[src/adc_seq_pkg.sv]
// constants, types and command codes shared by the serial command sequencer
// assumes a single 50 MHz system clock; times are converted to cycle counts here
package adc_seq_pkg;

  localparam int      CLK_HZ          = 50_000_000;
  localparam int      CLK_PERIOD_NS   = 20;
  localparam longint  CONV_CLK_HZ     = 4_096_000;
  localparam longint  POR_CONV_CYCLES = 65_536;
  // power-up hold expressed in system clocks (2^16 conversion clocks)
  localparam int      POR_CLKS        = int'((POR_CONV_CYCLES * CLK_HZ) / CONV_CLK_HZ);
  // one result period at 2 kSPS
  localparam int      CONV_TIME_NS    = 500_000;
  localparam int      CONV_CLKS       = CONV_TIME_NS / CLK_PERIOD_NS;
  // input-select write to next data-ready at 2 kSPS
  localparam int      SETTLE_TIME_NS  = 513_000;
  localparam int      SETTLE_CLKS     = SETTLE_TIME_NS / CLK_PERIOD_NS;

  localparam int      CNT_W           = 20;
  localparam int      REG_AW          = 4;
  localparam int      NUM_REGS        = 16;
  localparam int      RESULT_W        = 16;
  localparam int      BYTE_W          = 8;
  localparam int      SYNC_STAGES_W   = 4;

  localparam logic [4:0]        RESULT_BITS     = 5'h10;
  localparam logic [4:0]        BYTE_BITS       = 5'h08;
  localparam logic [2:0]        LAST_BIT        = 3'h7;
  localparam logic [BYTE_W-1:0] REG_RESET_VALUE = 8'h00;

  localparam logic [BYTE_W-1:0] CMD_SLEEP       = 8'h02;
  localparam logic [BYTE_W-1:0] CMD_SYNC        = 8'h04;
  localparam logic [BYTE_W-1:0] CMD_RESET       = 8'h06;
  localparam logic [BYTE_W-1:0] CMD_READ_DATA   = 8'h12;
  localparam logic [BYTE_W-1:0] CMD_STOP_CONT   = 8'h16;
  localparam logic [3:0]        READ_PREFIX     = 4'h2;
  localparam logic [3:0]        WRITE_PREFIX    = 4'h4;

  localparam logic [REG_AW-1:0] REG_INPUT_SELECT   = 4'h0;
  localparam logic [REG_AW-1:0] REG_SYSTEM_CONTROL = 4'h3;

  typedef struct packed {
    logic cs_n;
    logic sclk;
    logic din;
  } spi_in_type;

  typedef enum logic [2:0] {
    ST_CMD     = 3'b000,
    ST_WR_CNT  = 3'b001,
    ST_WR_DATA = 3'b010,
    ST_RD_CNT  = 3'b011,
    ST_RD_DATA = 3'b100
  } seq_state_type;

endpackage

[src/adc_spi_command_sequencer.sv]
// serial command sequencer of a delta-sigma converter, device side of a mode-1 link
// assumes pins asynchronous to clk; samples arrive on a valid/ready port
// Overview of operation
// link runs mode 1, idle-low clock, late phase
// launch on rising edge, sample on falling
// internal reset holds 2^16 conversion clocks
// host waits 16 ms after power-up
// start pin high enables conversions
// command 06h resets; host waits 0.6 ms
// command 16h stops continuous result output
// new results never disturb reads in progress
// block write: 40h+addr, count-1, data bytes
// block read: 20h+addr, count-1, bytes returned
// command 04h starts a new conversion
// chip select high clears interface state
// data ready falls when result available
// command 12h plus 16 clocks reads result
// command 02h stops conversions, powers down
// reset default is continuous read mode
// input-select write may overlap result readout
// input-select write gives data ready after 0.513 ms
// start low: finish conversion, then power down
// last result stays readable in power-down
// one block write covers first four registers
// bytes msb first, chip select held low
`timescale 1ns/1ps
module adc_spi_command_sequencer
  import adc_seq_pkg::*;
#(
  parameter int POR_COUNT    = POR_CLKS,
  parameter int CONV_COUNT   = CONV_CLKS,
  parameter int SETTLE_COUNT = SETTLE_CLKS,
  parameter int BUF_DEPTH    = 2
) (
  input  wire logic                clk,                     // 50 MHz system clock
  input  wire logic                reset,                   // synchronous, active high
  input  wire spi_in_type          spi_in,                  // chip select, clock, data in
  input  wire logic                start_pin,               // conversion enable pin
  input  wire logic [RESULT_W-1:0] sample_data,             // modulator result word
  input  wire logic                sample_valid,            // result word offered
  output logic                     sample_ready,            // buffer has room
  output logic                     data_out_ready_pin,      // shared data out / ready pin
  output logic                     data_out_ready_oe,       // pin driven
  output logic                     data_ready_n,            // dedicated ready pin
  output logic                     power_down,              // device in power-down
  output logic [BYTE_W-1:0]        input_select_register,   // channel selection
  output logic [BYTE_W-1:0]        system_control_register  // gain and data rate
);

  logic                cs_n_s;
  logic                sclk_s;
  logic                din_s;
  logic                start_s;
  logic                sclk_prev_q;
  logic                start_prev_q;
  logic                sclk_rise;
  logic                sclk_fall;
  logic                start_rise;
  logic [CNT_W-1:0]    por_cnt_q;
  logic                por_busy;
  logic [2:0]          bit_cnt_q;
  logic [BYTE_W-1:0]   rx_q;
  logic [BYTE_W-1:0]   rx_byte;
  logic                byte_done;
  seq_state_type       state_q;
  logic [REG_AW-1:0]   addr_q;
  logic [BYTE_W-1:0]   count_q;
  logic [BYTE_W-1:0]   regs_q [NUM_REGS];
  logic                in_cmd;
  logic                cmd_reset;
  logic                cmd_stop;
  logic                cmd_sync;
  logic                cmd_sleep;
  logic                cmd_rdata;
  logic                cmd_register_block_write_cmd;
  logic                cmd_register_block_read_cmd;
  logic                wr_strobe;
  logic                mux_write;
  logic                rd_load;
  logic                continuous_read_mode_q;
  logic                power_down_q;
  logic [CNT_W-1:0]    conv_cnt_q;
  logic                conv_active_q;
  logic                conv_done;
  logic [RESULT_W-1:0] result_q;
  logic [RESULT_W-1:0] buf_data;
  logic                buf_valid;
  logic                data_ready_n_n_q;
  logic [RESULT_W-1:0] tx_q;
  logic [4:0]          tx_left_q;
  logic                launch_result;
  logic                dout_q;
  logic                oe_q;

  pin_sync #(
    .WIDTH (SYNC_STAGES_W)
  ) u_pin_sync (
    .clk      (clk),
    .reset    (reset),
    .async_in ({spi_in, start_pin}),
    .sync_out ({cs_n_s, sclk_s, din_s, start_s})
  );

  pair_buffer #(
    .WIDTH (RESULT_W),
    .DEPTH (BUF_DEPTH)
  ) u_result_buffer (
    .clk       (clk),
    .reset     (reset),
    .in_data   (sample_data),
    .in_valid  (sample_valid),
    .in_ready  (sample_ready),
    .out_data  (buf_data),
    .out_valid (buf_valid),
    .out_ready (conv_done)
  );

  // edge detection on the synchronised levels
  always_ff @(posedge clk)
  begin
    if (reset)
    begin
      sclk_prev_q  <= 1'b0;
      start_prev_q <= 1'b0;
    end
    else
    begin
      sclk_prev_q  <= sclk_s;
      start_prev_q <= start_s;
    end
  end

  assign sclk_rise  = sclk_s && !sclk_prev_q && !cs_n_s && !por_busy;
  assign sclk_fall  = !sclk_s && sclk_prev_q && !cs_n_s && !por_busy;
  assign start_rise = start_s && !start_prev_q;

  // power-up hold, interface and conversions ignored meanwhile
  always_ff @(posedge clk)
  begin
    if (reset)
      por_cnt_q <= CNT_W'(POR_COUNT);
    else if (por_busy)
      por_cnt_q <= por_cnt_q - CNT_W'(1);
  end

  assign por_busy = (por_cnt_q != '0);

  // receive shifter, sampled on falling clock edges
  always_ff @(posedge clk)
  begin
    if (reset || cs_n_s)
    begin
      bit_cnt_q <= 3'h0;
      rx_q      <= 8'h00;
    end
    else if (sclk_fall)
    begin
      rx_q      <= rx_byte;
      bit_cnt_q <= bit_cnt_q + 3'h1;
    end
  end

  assign rx_byte   = {rx_q[BYTE_W-2:0], din_s};
  assign byte_done = sclk_fall && (bit_cnt_q == LAST_BIT);

  // opcodes are decoded regardless of any result being shifted out
  assign in_cmd    = byte_done && (state_q == ST_CMD);
  assign cmd_reset = in_cmd && (rx_byte == CMD_RESET);
  assign cmd_stop  = in_cmd && (rx_byte == CMD_STOP_CONT);
  assign cmd_sync  = in_cmd && (rx_byte == CMD_SYNC);
  assign cmd_sleep = in_cmd && (rx_byte == CMD_SLEEP);
  assign cmd_rdata = in_cmd && (rx_byte == CMD_READ_DATA);
  assign cmd_register_block_write_cmd  = in_cmd && (rx_byte[7:4] == WRITE_PREFIX);
  assign cmd_register_block_read_cmd  = in_cmd && (rx_byte[7:4] == READ_PREFIX);
  assign wr_strobe = byte_done && (state_q == ST_WR_DATA);
  assign mux_write = wr_strobe && (addr_q == REG_INPUT_SELECT);
  assign rd_load   = byte_done && ((state_q == ST_RD_CNT)
                     || ((state_q == ST_RD_DATA) && (count_q != 8'h00)));

  // transaction sequencer
  always_ff @(posedge clk)
  begin
    if (reset || cs_n_s || por_busy)
    begin
      state_q <= ST_CMD;
      addr_q  <= '0;
      count_q <= 8'h00;
    end
    else if (byte_done)
    begin
      case (state_q)
        ST_CMD:
        begin
          addr_q <= rx_byte[REG_AW-1:0];
          if (cmd_register_block_write_cmd)
            state_q <= ST_WR_CNT;
          else if (cmd_register_block_read_cmd)
            state_q <= ST_RD_CNT;
        end
        ST_WR_CNT:
        begin
          count_q <= rx_byte;
          state_q <= ST_WR_DATA;
        end
        ST_WR_DATA:
        begin
          addr_q <= addr_q + REG_AW'(1);
          if (count_q == 8'h00)
            state_q <= ST_CMD;
          else
            count_q <= count_q - 8'h01;
        end
        ST_RD_CNT:
        begin
          count_q <= rx_byte;
          addr_q  <= addr_q + REG_AW'(1);
          state_q <= ST_RD_DATA;
        end
        ST_RD_DATA:
        begin
          if (count_q == 8'h00)
            state_q <= ST_CMD;
          else
          begin
            count_q <= count_q - 8'h01;
            addr_q  <= addr_q + REG_AW'(1);
          end
        end
        default:
          state_q <= ST_CMD;
      endcase
    end
  end

  // configuration registers, one per entry
  generate
    for (genvar i = 0; i < NUM_REGS; i++)
    begin : g_reg
      always_ff @(posedge clk)
      begin
        if (reset || cmd_reset)
          regs_q[i] <= REG_RESET_VALUE;
        else if (wr_strobe && (addr_q == REG_AW'(i)))
          regs_q[i] <= rx_byte;
      end
    end
  endgenerate

  // read mode
  always_ff @(posedge clk)
  begin
    if (reset || cmd_reset)
      continuous_read_mode_q <= 1'b1;
    else if (cmd_stop)
      continuous_read_mode_q <= 1'b0;
  end

  // power-down entry and exit
  always_ff @(posedge clk)
  begin
    if (reset || cmd_reset)
      power_down_q <= 1'b0;
    else if (cmd_sleep)
      power_down_q <= 1'b1;
    else if (conv_done && !start_s)
      power_down_q <= 1'b1;
    else if (start_rise)
      power_down_q <= 1'b0;
  end

  // conversion timer; a running conversion completes even if start drops
  always_ff @(posedge clk)
  begin
    if (reset || por_busy)
    begin
      conv_cnt_q    <= CNT_W'(CONV_COUNT - 1);
      conv_active_q <= 1'b0;
    end
    else if (cmd_sleep)
      conv_active_q <= 1'b0;
    else if (mux_write && conv_active_q)
      conv_cnt_q <= CNT_W'(SETTLE_COUNT - 1);
    else if (cmd_sync || cmd_reset)
    begin
      conv_cnt_q    <= CNT_W'(CONV_COUNT - 1);
      conv_active_q <= start_s;
    end
    else if (conv_active_q)
    begin
      if (conv_cnt_q == '0)
      begin
        conv_cnt_q    <= CNT_W'(CONV_COUNT - 1);
        conv_active_q <= start_s;
      end
      else
        conv_cnt_q <= conv_cnt_q - CNT_W'(1);
    end
    else if (start_s && !power_down_q)
    begin
      conv_cnt_q    <= CNT_W'(CONV_COUNT - 1);
      conv_active_q <= 1'b1;
    end
  end

  assign conv_done = conv_active_q && (conv_cnt_q == '0);

  // latest result, kept through power-down
  always_ff @(posedge clk)
  begin
    if (reset)
      result_q <= '0;
    else if (conv_done && buf_valid)
      result_q <= buf_data;
  end

  // ready flag: a new result wins over a readout clearing it
  always_ff @(posedge clk)
  begin
    if (reset || por_busy || cmd_reset)
      data_ready_n_n_q <= 1'b1;
    else if (conv_done)
      data_ready_n_n_q <= 1'b0;
    else if (launch_result || cmd_rdata)
      data_ready_n_n_q <= 1'b1;
  end

  // continuous mode pushes the result on the first clock of an idle transaction
  assign launch_result = sclk_rise && (tx_left_q == 5'h00) && continuous_read_mode_q
                         && !data_ready_n_n_q && (state_q == ST_CMD) && (bit_cnt_q == 3'h0);

  // transmit shifter, launched on rising clock edges
  always_ff @(posedge clk)
  begin
    if (reset || cs_n_s)
    begin
      tx_q      <= '0;
      tx_left_q <= 5'h00;
      dout_q    <= data_ready_n_n_q;
    end
    else if (cmd_rdata)
    begin
      tx_q      <= result_q;
      tx_left_q <= RESULT_BITS;
    end
    else if (rd_load)
    begin
      tx_q      <= {regs_q[addr_q], 8'h00};
      tx_left_q <= BYTE_BITS;
    end
    else if (sclk_rise)
    begin
      if (launch_result)
      begin
        dout_q    <= result_q[RESULT_W-1];
        tx_q      <= {result_q[RESULT_W-2:0], 1'b0};
        tx_left_q <= RESULT_BITS - 5'h01;
      end
      else if (tx_left_q != 5'h00)
      begin
        dout_q    <= tx_q[RESULT_W-1];
        tx_q      <= {tx_q[RESULT_W-2:0], 1'b0};
        tx_left_q <= tx_left_q - 5'h01;
      end
      else
        dout_q <= data_ready_n_n_q;
    end
  end

  always_ff @(posedge clk)
  begin
    if (reset)
      oe_q <= 1'b0;
    else
      oe_q <= !cs_n_s && !por_busy;
  end

  assign data_out_ready_pin      = dout_q;
  assign data_out_ready_oe       = oe_q;
  assign data_ready_n            = data_ready_n_n_q;
  assign power_down              = power_down_q;
  assign input_select_register   = regs_q[REG_INPUT_SELECT];
  assign system_control_register = regs_q[REG_SYSTEM_CONTROL];
endmodule

[src/pair_buffer.sv]
// small valid/ready buffer of flip-flops, default two entries
// assumes both sides on the same clock; in_ready comes from a register
`timescale 1ns/1ps
module pair_buffer #(
  parameter int WIDTH = 16,
  parameter int DEPTH = 2
) (
  input  wire logic             clk,       // system clock
  input  wire logic             reset,     // synchronous, active high
  input  wire logic [WIDTH-1:0] in_data,   // word offered
  input  wire logic             in_valid,  // word offered this cycle
  output logic                  in_ready,  // room for a word
  output logic      [WIDTH-1:0] out_data,  // oldest word
  output logic                  out_valid, // oldest word present
  input  wire logic             out_ready  // consumer takes the word
);

  localparam int PTR_W = (DEPTH > 1) ? $clog2(DEPTH) : 1;
  localparam int CNT_W2 = $clog2(DEPTH + 1);

  logic [WIDTH-1:0]  mem_q [DEPTH];
  logic [PTR_W-1:0]  wr_ptr_q;
  logic [PTR_W-1:0]  rd_ptr_q;
  logic [CNT_W2-1:0] count_q;
  logic [CNT_W2-1:0] count_d;
  logic              push;
  logic              pop;

  assign push      = in_valid && in_ready;
  assign pop       = out_valid && out_ready;
  assign out_valid = (count_q != '0);
  assign out_data  = mem_q[rd_ptr_q];

  always_comb
  begin
    count_d = count_q;
    if (push && !pop)
      count_d = count_q + CNT_W2'(1);
    else if (pop && !push)
      count_d = count_q - CNT_W2'(1);
  end

  always_ff @(posedge clk)
  begin
    if (reset)
    begin
      wr_ptr_q <= '0;
      rd_ptr_q <= '0;
      count_q  <= '0;
      in_ready <= 1'b1;
    end
    else
    begin
      count_q  <= count_d;
      in_ready <= (count_d < CNT_W2'(DEPTH));
      if (push)
        wr_ptr_q <= (wr_ptr_q == PTR_W'(DEPTH - 1)) ? '0 : wr_ptr_q + PTR_W'(1);
      if (pop)
        rd_ptr_q <= (rd_ptr_q == PTR_W'(DEPTH - 1)) ? '0 : rd_ptr_q + PTR_W'(1);
    end
  end

  always_ff @(posedge clk)
  begin
    if (push)
      mem_q[wr_ptr_q] <= in_data;
  end

endmodule

[src/pin_sync.sv]
// two-flop synchroniser for pins arriving from outside the clock domain
// assumes each bit is an independent level
`timescale 1ns/1ps
module pin_sync #(
  parameter int WIDTH = 1
) (
  input  wire logic             clk,      // system clock
  input  wire logic             reset,    // synchronous, active high
  input  wire logic [WIDTH-1:0] async_in, // raw pin levels
  output logic      [WIDTH-1:0] sync_out  // synchronised levels
);

  logic [WIDTH-1:0] meta_q;

  always_ff @(posedge clk)
  begin
    if (reset)
    begin
      meta_q   <= '0;
      sync_out <= '0;
    end
    else
    begin
      meta_q   <= async_in;
      sync_out <= meta_q;
    end
  end

endmodule
[config.mk]
export PLATFORM = sky130hd
export DESIGN_NAME = adc_spi_command_sequencer
export DESIGN_NICKNAME = d
export VERILOG_FILES = /design/src/adc_seq_pkg.sv /design/src/adc_spi_command_sequencer.sv /design/src/pair_buffer.sv /design/src/pin_sync.sv
export SDC_FILE = /design/constraint.sdc
export NUM_CORES = 1
export LEC_CHECK = 0
export BUFFER_PORTS_ARGS = -buffer_cell sky130_fd_sc_hd__buf_2
export CAP_MARGIN = 10
export CORE_MARGIN = 2
export CORE_UTILIZATION = 52
export DETAILED_ROUTE_END_ITERATION = 6
export PLACE_DENSITY = 0.78
export SETUP_SLACK_MARGIN = 0.05
export SKIP_CTS_REPAIR_TIMING = 1
export SLEW_MARGIN = 15
export SYNTH_ARGS = -nofsm -noshare
export SYNTH_HDL_FRONTEND = slang
export SYNTH_SLANG_ARGS = --single-unit
[constraint.sdc]
create_clock -name clk -period 3.6 [get_ports clk]
set_input_delay 0.72 -clock clk [delete_from_list [all_inputs] [get_ports clk]]
set_output_delay 0.72 -clock clk [all_outputs]
set_load 0.02 [all_outputs]
# Word-level counts from Yosys, hierarchy flattened
# Memories as Yosys holds them, arrays and structs flattened. A register that Yosys moved wholly into a read port is not among the register bits.
# Cells that the tools add are included.
dict set report totals {
  output_inout_bits 21
  ff_bits 107
  mem_bits_rw 160
  inputBits 23
  mem_count 2
}
# name words width read_ports rd_clocked_by_memory_dff write_ports line_no
set mem_list {}
lappend mem_list {regs_q 16 8 3 1 16 adc_spi_command_sequencer.sv:68} ;# logic [BYTE_W-1:0] regs_q [NUM_REGS];
lappend mem_list {u_result_buffer.mem_q 2 16 1 1 1 pair_buffer.sv:21} ;# logic [WIDTH-1:0] mem_q [DEPTH];
dict set report classes {
  n_bitwise 17
  magnitude_cmp 1
  reduce_logical 102
  muxes 112
  n_addsub 10
  eq_ne 33
}
# operator n
set op_table {}
lappend op_table {{$mux W8} 17}
lappend op_table {{$mux W20} 5}
lappend op_table {{$mux W16} 5}
lappend op_table {{$mux W1} 69}
lappend op_table {{$logic_and A1 B1 Y1} 49}
lappend op_table {{$sub A20 B1 Y20 const B} 2}
lappend op_table {{$eq A4 B4 Y1 const B} 8}
lappend op_table {{$mux W5} 5}
lappend op_table {{$eq A4 B3 Y1 const B} 5}
lappend op_table {{$logic_not A20 Y1} 1}
lappend op_table {{$reduce_bool A20 Y1} 1}
lappend op_table {{$eq A8 B3 Y1 const B} 2}
lappend op_table {{$eq A8 B5 Y1 const B} 2}
lappend op_table {{$or A1 B1 Y1} 16}
lappend op_table {{$pmux W8 S2} 1}
lappend op_table {{$eq A4 B2 Y1 const B} 3}
lappend op_table {{$mux W4} 3}
lappend op_table {{$pmux W3 S4} 1}
lappend op_table {{$pmux W4 S3} 1}
lappend op_table {{$reduce_and A3 Y1} 4}
lappend op_table {{$reduce_bool A2 Y1} 6}
lappend op_table {{$reduce_bool A3 Y1} 4}
lappend op_table {{$logic_not A1 Y1} 10}
lappend op_table {{$reduce_or A2 Y1} 5}
lappend op_table {{29 further kinds} 50}

# Depth between registers and ports, before layout
# Gate-level depths: netlist of the first run.
dict set report logic_depth {
  depth_word 14
  depth_mapped 13
  ltp_nobuf 12
}

# By module
# A second synthesis of the first run with hierarchy kept.
dict set report hier_totals {
  hier_cells 1193
  hier_area_um2 13686.9
}
# module cells_each instances area_per_inst_um2
set by_module_without_submodules {}
lappend by_module_without_submodules {adc_spi_command_sequencer 1093 1 12027.8}
lappend by_module_without_submodules {pair_buffer 84 1 1448.9}
lappend by_module_without_submodules {pin_sync 16 1 210.2}

# Worst setup path before layout of the first run
# Ideal clock, no wire load.
dict set report synth_path {
  path_type {reg-to-reg}
  startpoint {register por_cnt_q[16]}
  endpoint {memory regs_q[13][0], enable pin}
  synth_period_minus_slack_ps 2951
  required_ps 3216
  t_arrival_ps 2567
  slack_ps 649
  path_stages_with_launch 8
  path_cell_list {dfxtp_1 > nor4_1 > and4_1 > and3_1 > clkbuf_1 > clkbuf_1 > nand3_1 > o21ai_0}
}
# element line_no
set synth_lines {}
lappend synth_lines {{start: declaration} adc_spi_command_sequencer.sv:59} ;# logic [CNT_W-1:0] por_cnt_q;
lappend synth_lines {{start signal: assignment} adc_spi_command_sequencer.sv:141} ;# por_cnt_q <= CNT_W'(POR_COUNT);
lappend synth_lines {{start signal: assignment} adc_spi_command_sequencer.sv:143} ;# por_cnt_q <= por_cnt_q - CNT_W'(1);
lappend synth_lines {{end: declaration} adc_spi_command_sequencer.sv:68}

==> out/metrics.cfg, run 1 <==
[finish]
final_common_cell=nor2_1
layout_common_cells=nor2_1, edfxtp_1, dfxtp_1
fin_area_um2=14800
antenna_cells=0
drive_gt1_frac=0.159
fin_util=0.592
syn_to_final_growth_pct=12.9
post_layout_nonfiller_instances=1622
nets=1309

[job]
maxCapViolations=0

[hold_path]
min_to=u_result_buffer.mem_q[0][13]$_DFFE_PP_
whs_path_depth=1
hold_start=sample_data[13]
hp-class=in -> reg

[timing]
whs_ns=0.359
setup_viol=0
fin_crit_ns=3.14
finalSetupTns_ns=0
clock_skew_ns=0.0314
max_freq_mhz=318
relSlewSlack=0.316
tightest_slew_ns=1.02
rsz0062_at_grt=no
fin_ws_ns=0.455
final_hold_viol_count=0
maxSlewViolCount=0
finalCritPeriodShare=0.874

[yosys]
synthArstFlopShare=0
synth_cell_types=71
yosysSeqAreaShare=0.562
ys_ff_latch=287
yosys.area.top_type=edfxtp_1
synthTopCellsByArea=edfxtp_1, dfxtp_1, nor2_1
ys.flop_type=edfxtp_1
yosys_warnings=0
synth_area_um2=13100
synth_edf_count=161
synthesis.nets=1258
avgSynthCellArea_um2=10.8
yosysTopAreaCellShare=0.369
syn_inst=1217

[worst_setup_path]
cp.arrival_ns=3.45
critPathMaxStageDelay_ns=0.60
critPathRequiredTime_ns=3.90
rr_worst_depth=8
r2r-start=u_pin_sync.sync_out[1]$_SDFF_PP0_
cpMostUsedCell=buf_4
critPathSlowestCell=or4_4
r2r_end=regs_q[2][1]$_SDFFCE_PN0P_
crit_path_start_kind=register
cp_top_family=simple AND/OR/NAND/NOR gates
worst_setup_path_end_kind=register
critPathKind=reg -> reg
worstPathCellList=or4_4 > or3_4 > nor4_1 > a21oi_1 > buf_4 > nand4_1 > buf_4 > nor2_1
r2r_setup_slack_ns=0.46
cp_max_fo=32
cp_num_buf_inv=2

[global_route]
grt_start_max_net_pins=49
grt_util_all_layers=0.232
antenna_found_initial=0
grt_pass1_vias=9722
overflow=0
grt_first_pass_wirelength_mm=48.9

[detailed_routing]
viasPerCell=6.01
first_pass_iters=6
drt_iter0_markers=871
totalWireLength_mm=30.5
route.detailed.drc=0
drtAntennaViolNets=0
via_count=9749
wl_per_cell_um=18.8

[pwr]
power_density_nw_per_um2=480
power.total_mw=7.09
ir_worst_vdd_mv=0.388
leakage_nw=4.87

[cts]
htreeDepth=1
cts_max_path_buffers=3
path_clk_slew_ns=0.06
cts_made_buffers=30
clock_latency_ns=0.57
cts_tree=done
root_buffer=clkbuf_16
cts_sinks=287

[placement]
dp.cells=1566
io_buffers=43
placed_cell_area_um2=13800
place_hpwl_mm=20.1
routabilityCongestion=0.874
place_ws_ns=0.470

[die]
fp-row-count=58
die_area_um2=26500
die_h_um=163
initial_core_util=0.525
die_x_um=163
io_pins=44
fp.coreArea_um2=25000

[run_status]
status=completed

## report_power, final
| group | total, mW | internal [mW] | switching (mW) |
|---|---|---|---|
| combinational | 0.296 | 0.112 | 0.184 |
| sequential | 3.65 | 3.59 | 0.0612 |
| clock | 3.15 | 1.87 | 1.28 |
| total | 7.09 | 5.57 | 1.52 |
## cells in the mapped netlist (all sizes together), types with 7 or more instances
cell type  instances
inv               29
nor3              30
dfxtp            126
nor2b             16
or2                9
o22ai              7
nand3             25
and3              14
nor2             222
xor2              11
edfxtp           161
xnor2              8
or3               21
mux4              32
or4                9
a22oi             26
a21oi             42
nor4              22
o31ai             11
o21ai             55
ha                18
a211oi            35
clkbuf            50
nand4              9
buf               23
nand2             98
mux2i             24
nand2b             7
mux2              10
## metal layers
metal / up-vias / global-route usage / share of wire
met4: 0 / 0.101 / 0.034
met2: 403 / 0.389 / 0.49
met3: 87 / 0.0486 / 0.082
met5: - / 0 / 0
li1: 4583 / - / -
met1: 4676 / 0.291 / 0.40
## sequential cells by signal, indices dropped and copies added, names as in the netlist, 5 cells and up, named ones only
name / count
conv_cnt_q: 20
count_q: 8
por_cnt_q: 20
regs_q: 128
result_q: 16
rx_q: 7
tx_left_q: 5
tx_q: 16
u_result_buffer.mem_q: 32
## layout make-up
| cell class | instances | area (um^2) |
|---|---|---|
| Timing Repair Buffer | 92 | 583 |
| Tap cell | 330 | 413 |
| Clock buffer | 42 | 856 |
| Multi-Input combinational cell | 828 | 5310 |
| Sequential cell | 287 | 7360 |
| Clock inverter | 14 | 161 |
| Fill cell | 2017 | 10200 |
| Inverter | 29 | 109 |
## worst max path at each step
stage / start / to / slack (ns) / cells after the start
5_1_grt: u_pin_sync.sync_out[1]$_SDFF_PP0_ / regs_q[2][1]$_SDFFCE_PN0P_ / 0.34 / 8
3_3_place_gp: bit_cnt_q[0]$_SDFFE_PP0P_ / regs_q[0][4]$_SDFFCE_PN0P_ / 0.52 / 7
6_report: u_pin_sync.sync_out[1]$_SDFF_PP0_ / regs_q[2][1]$_SDFFCE_PN0P_ / 0.46 / 8
4_1_cts: por_cnt_q[4]$_SDFFE_PP0P_ / regs_q[3][3]$_SDFFCE_PN0P_ / 0.47 / 5
3_5_place_dp: u_pin_sync.sync_out[1]$_SDFF_PP0_ / regs_q[2][1]$_SDFFCE_PN0P_ / 0.47 / 8
2_1_floorplan: por_cnt_q[16]$_SDFFE_PP0P_ / regs_q[13][0]$_SDFFCE_PN0P_ / 0.65 / 7
## logic make-up after synthesis
logic type	Yosys count	share of synthesized area
multiplexers	66	0.0820
XOR/XNOR	19	0.0127
AO/OA/AOI/OAI	221	0.113
adder cells (fa/ha/maj)	18	0.0172
flip-flops	287	0.562
buffers and inverters	102	0.0331
AND/OR/NAND/NOR	504	0.181
Note: power is estimated with default switching activity, not from simulation.
==> run 2, diff against run 1 <==
- PLACE_DENSITY: 0.78 -> 0.8
- clock period: 3.6 -> 2.8 ns (I/O delays scaled with it)
==> out/metrics.cfg, run 2 (same netlist as run 1, synthesis figures left out) <==
[detailed_routing]
first_pass_iters=5  ; -1
wl_per_cell_um=19.1  ; +1.5%
viasPerCell=6.03  ; +0.34%
route.detailed.drc=0  ; unchanged
via_count=10000  ; +2.9%
drt_iter0_markers=1066  ; +22%
drtAntennaViolNets=0  ; unchanged
totalWireLength_mm=31.8  ; +4.1%

[pwr]
power.total_mw=8.83  ; +25%
ir_worst_vdd_mv=0.528  ; +36%
leakage_nw=5.08  ; +4.3%
power_density_nw_per_um2=584  ; +22%

[hold_path]
whs_path_depth=1  ; unchanged
hp-class=in -> reg
min_to=u_result_buffer.mem_q[1][9]$_DFFE_PP_
hold_start=sample_data[9]

[die]
initial_core_util=0.525  ; unchanged
fp-row-count=58  ; unchanged
io_pins=44  ; unchanged
fp.coreArea_um2=25000  ; unchanged
die_x_um=163  ; unchanged
die_h_um=163  ; unchanged
die_area_um2=26500  ; unchanged

[job]
maxCapViolations=0  ; unchanged

[global_route]
grt_pass1_vias=9508  ; -2.2%
grt_first_pass_wirelength_mm=49.7  ; +1.6%
overflow=0  ; unchanged
grt_util_all_layers=0.236  ; +0.00435
grt_start_max_net_pins=40  ; -18%
antenna_found_initial=0  ; unchanged

[timing]
relSlewSlack=0.350  ; +0.0341
fin_crit_ns=2.71  ; -0.440 ns
fin_ws_ns=0.0948  ; -0.360 ns
max_freq_mhz=370  ; +16%
setup_viol=0  ; unchanged
whs_ns=0.204  ; -0.155 ns
rsz0062_at_grt=no
tightest_slew_ns=0.974  ; -0.0433 ns
finalSetupTns_ns=0  ; unchanged
maxSlewViolCount=0  ; unchanged
final_hold_viol_count=0  ; unchanged
finalCritPeriodShare=0.966  ; +0.0925
clock_skew_ns=0.0137  ; -0.0177 ns

[worst_setup_path]
critPathKind=reg -> reg
critPathRequiredTime_ns=3.23  ; -0.67 ns
r2r-start=rx_q[5]$_SDFFE_PP0P_
crit_path_start_kind=register
cp_max_fo=8  ; -75%
cpMostUsedCell=or4_4
cp-startpoint=rx_q[5]$_SDFFE_PP0P_
worstPathCellList=or4_4 > or3_4 > or4_4 > a21oi_4 > nor2_4 > a221o_1
critPathSlowestCell=or4_4
cp.arrival_ns=3.13  ; -0.32 ns
r2r_setup_slack_ns=0.09  ; -0.36 ns
r2r_end=conv_cnt_q[6]$_SDFFE_PP0P_
rr_worst_depth=6  ; -2
critPathMaxStageDelay_ns=0.61  ; about the same
worst_setup_path_end_kind=register

[cts]
cts_tree=done
cts_max_path_buffers=3  ; unchanged
clock_latency_ns=0.54  ; -0.03 ns
htreeDepth=1  ; unchanged
cts_made_buffers=29  ; -3.3%
path_clk_slew_ns=0.06  ; about the same
root_buffer=clkbuf_16
cts_sinks=287  ; unchanged

[finish]
drive_gt1_frac=0.194  ; +0.0341
top_regs=regs_q: 128 flops, u_result_buffer.mem_q: 32 flops
antenna_cells=0  ; unchanged
nets=1354  ; +3.4%
largest_reg_flops=128  ; unchanged
layout_common_cells=nor2_1, edfxtp_1, dfxtp_1
final_common_cell=nor2_1
fin_util=0.606  ; +0.0135
regMostFlops=regs_q
syn_to_final_growth_pct=15.5
fin_area_um2=15100  ; +2.3%
fillers=1957  ; -3.0%
post_layout_nonfiller_instances=1663  ; +2.5%

[placement]
place_hpwl_mm=21.5  ; +6.9%
io_buffers=43  ; unchanged
placed_cell_area_um2=14100  ; +2.6%
place_ws_ns=0.0519  ; -0.418 ns
dp.cells=1608  ; +2.7%
routabilityCongestion=0.905  ; +3.5%

[run_status]
status=completed

## run 2: worst max-delay path, delay by kind of cell (launching register included)
| family | cells | cell delay, ns |
|---|---|---|
| AO/OA/AOI/OAI | 2 | 0.60 |
| flip-flops | 1 | 0.33 |
| AND/OR/NAND/NOR | 4 | 1.64 |
## run 2: layout make-up
type | instances | area (um^2) | share of cell area
multi-input cells | 829 | 5400 | 0.357
flip-flops and latches | 287 | 7360 | 0.487
repair buffers | 137 | 946 | 0.0625
clock buffers | 35 | 748 | 0.0495
inverters | 29 | 109 | 0.00720
well taps | 330 | 413 | 0.0273
clock inverters | 16 | 148 | 0.00976
## run 2: power by group
part	internal, mW	total, mW	leakage, nW	switching (mW)
Sequential	4.61	4.69	2.54	0.0739
Clock	2.16	3.72	0.435	1.56
Combinational	0.171	0.428	2.11	0.257
## run 2: worst max path at each step
stage | cells after the start | endpoint
3_5_place_dp | 6 | conv_cnt_q[6]$_SDFFE_PP0P_
4_1_cts | 6 | conv_cnt_q[6]$_SDFFE_PP0P_
6_report | 6 | conv_cnt_q[6]$_SDFFE_PP0P_
2_1_floorplan | 7 | regs_q[13][0]$_SDFFCE_PN0P_
5_1_grt | 7 | regs_q[6][7]$_SDFFCE_PN0P_
3_3_place_gp | 6 | conv_cnt_q[9]$_SDFFE_PP0P_
## run 2: routing by layer
| layer | wire length (um) | track usage | up-vias |
|---|---|---|---|
| met5 | 0 | 0 | - |
| met4 | 1290 | 0.105 | 0 |
| met3 | 2380 | 0.0390 | 87 |
| met2 | 15300 | 0.386 | 439 |
| met1 | 12800 | 0.313 | 4829 |
| li1 | - | - | 4674 |
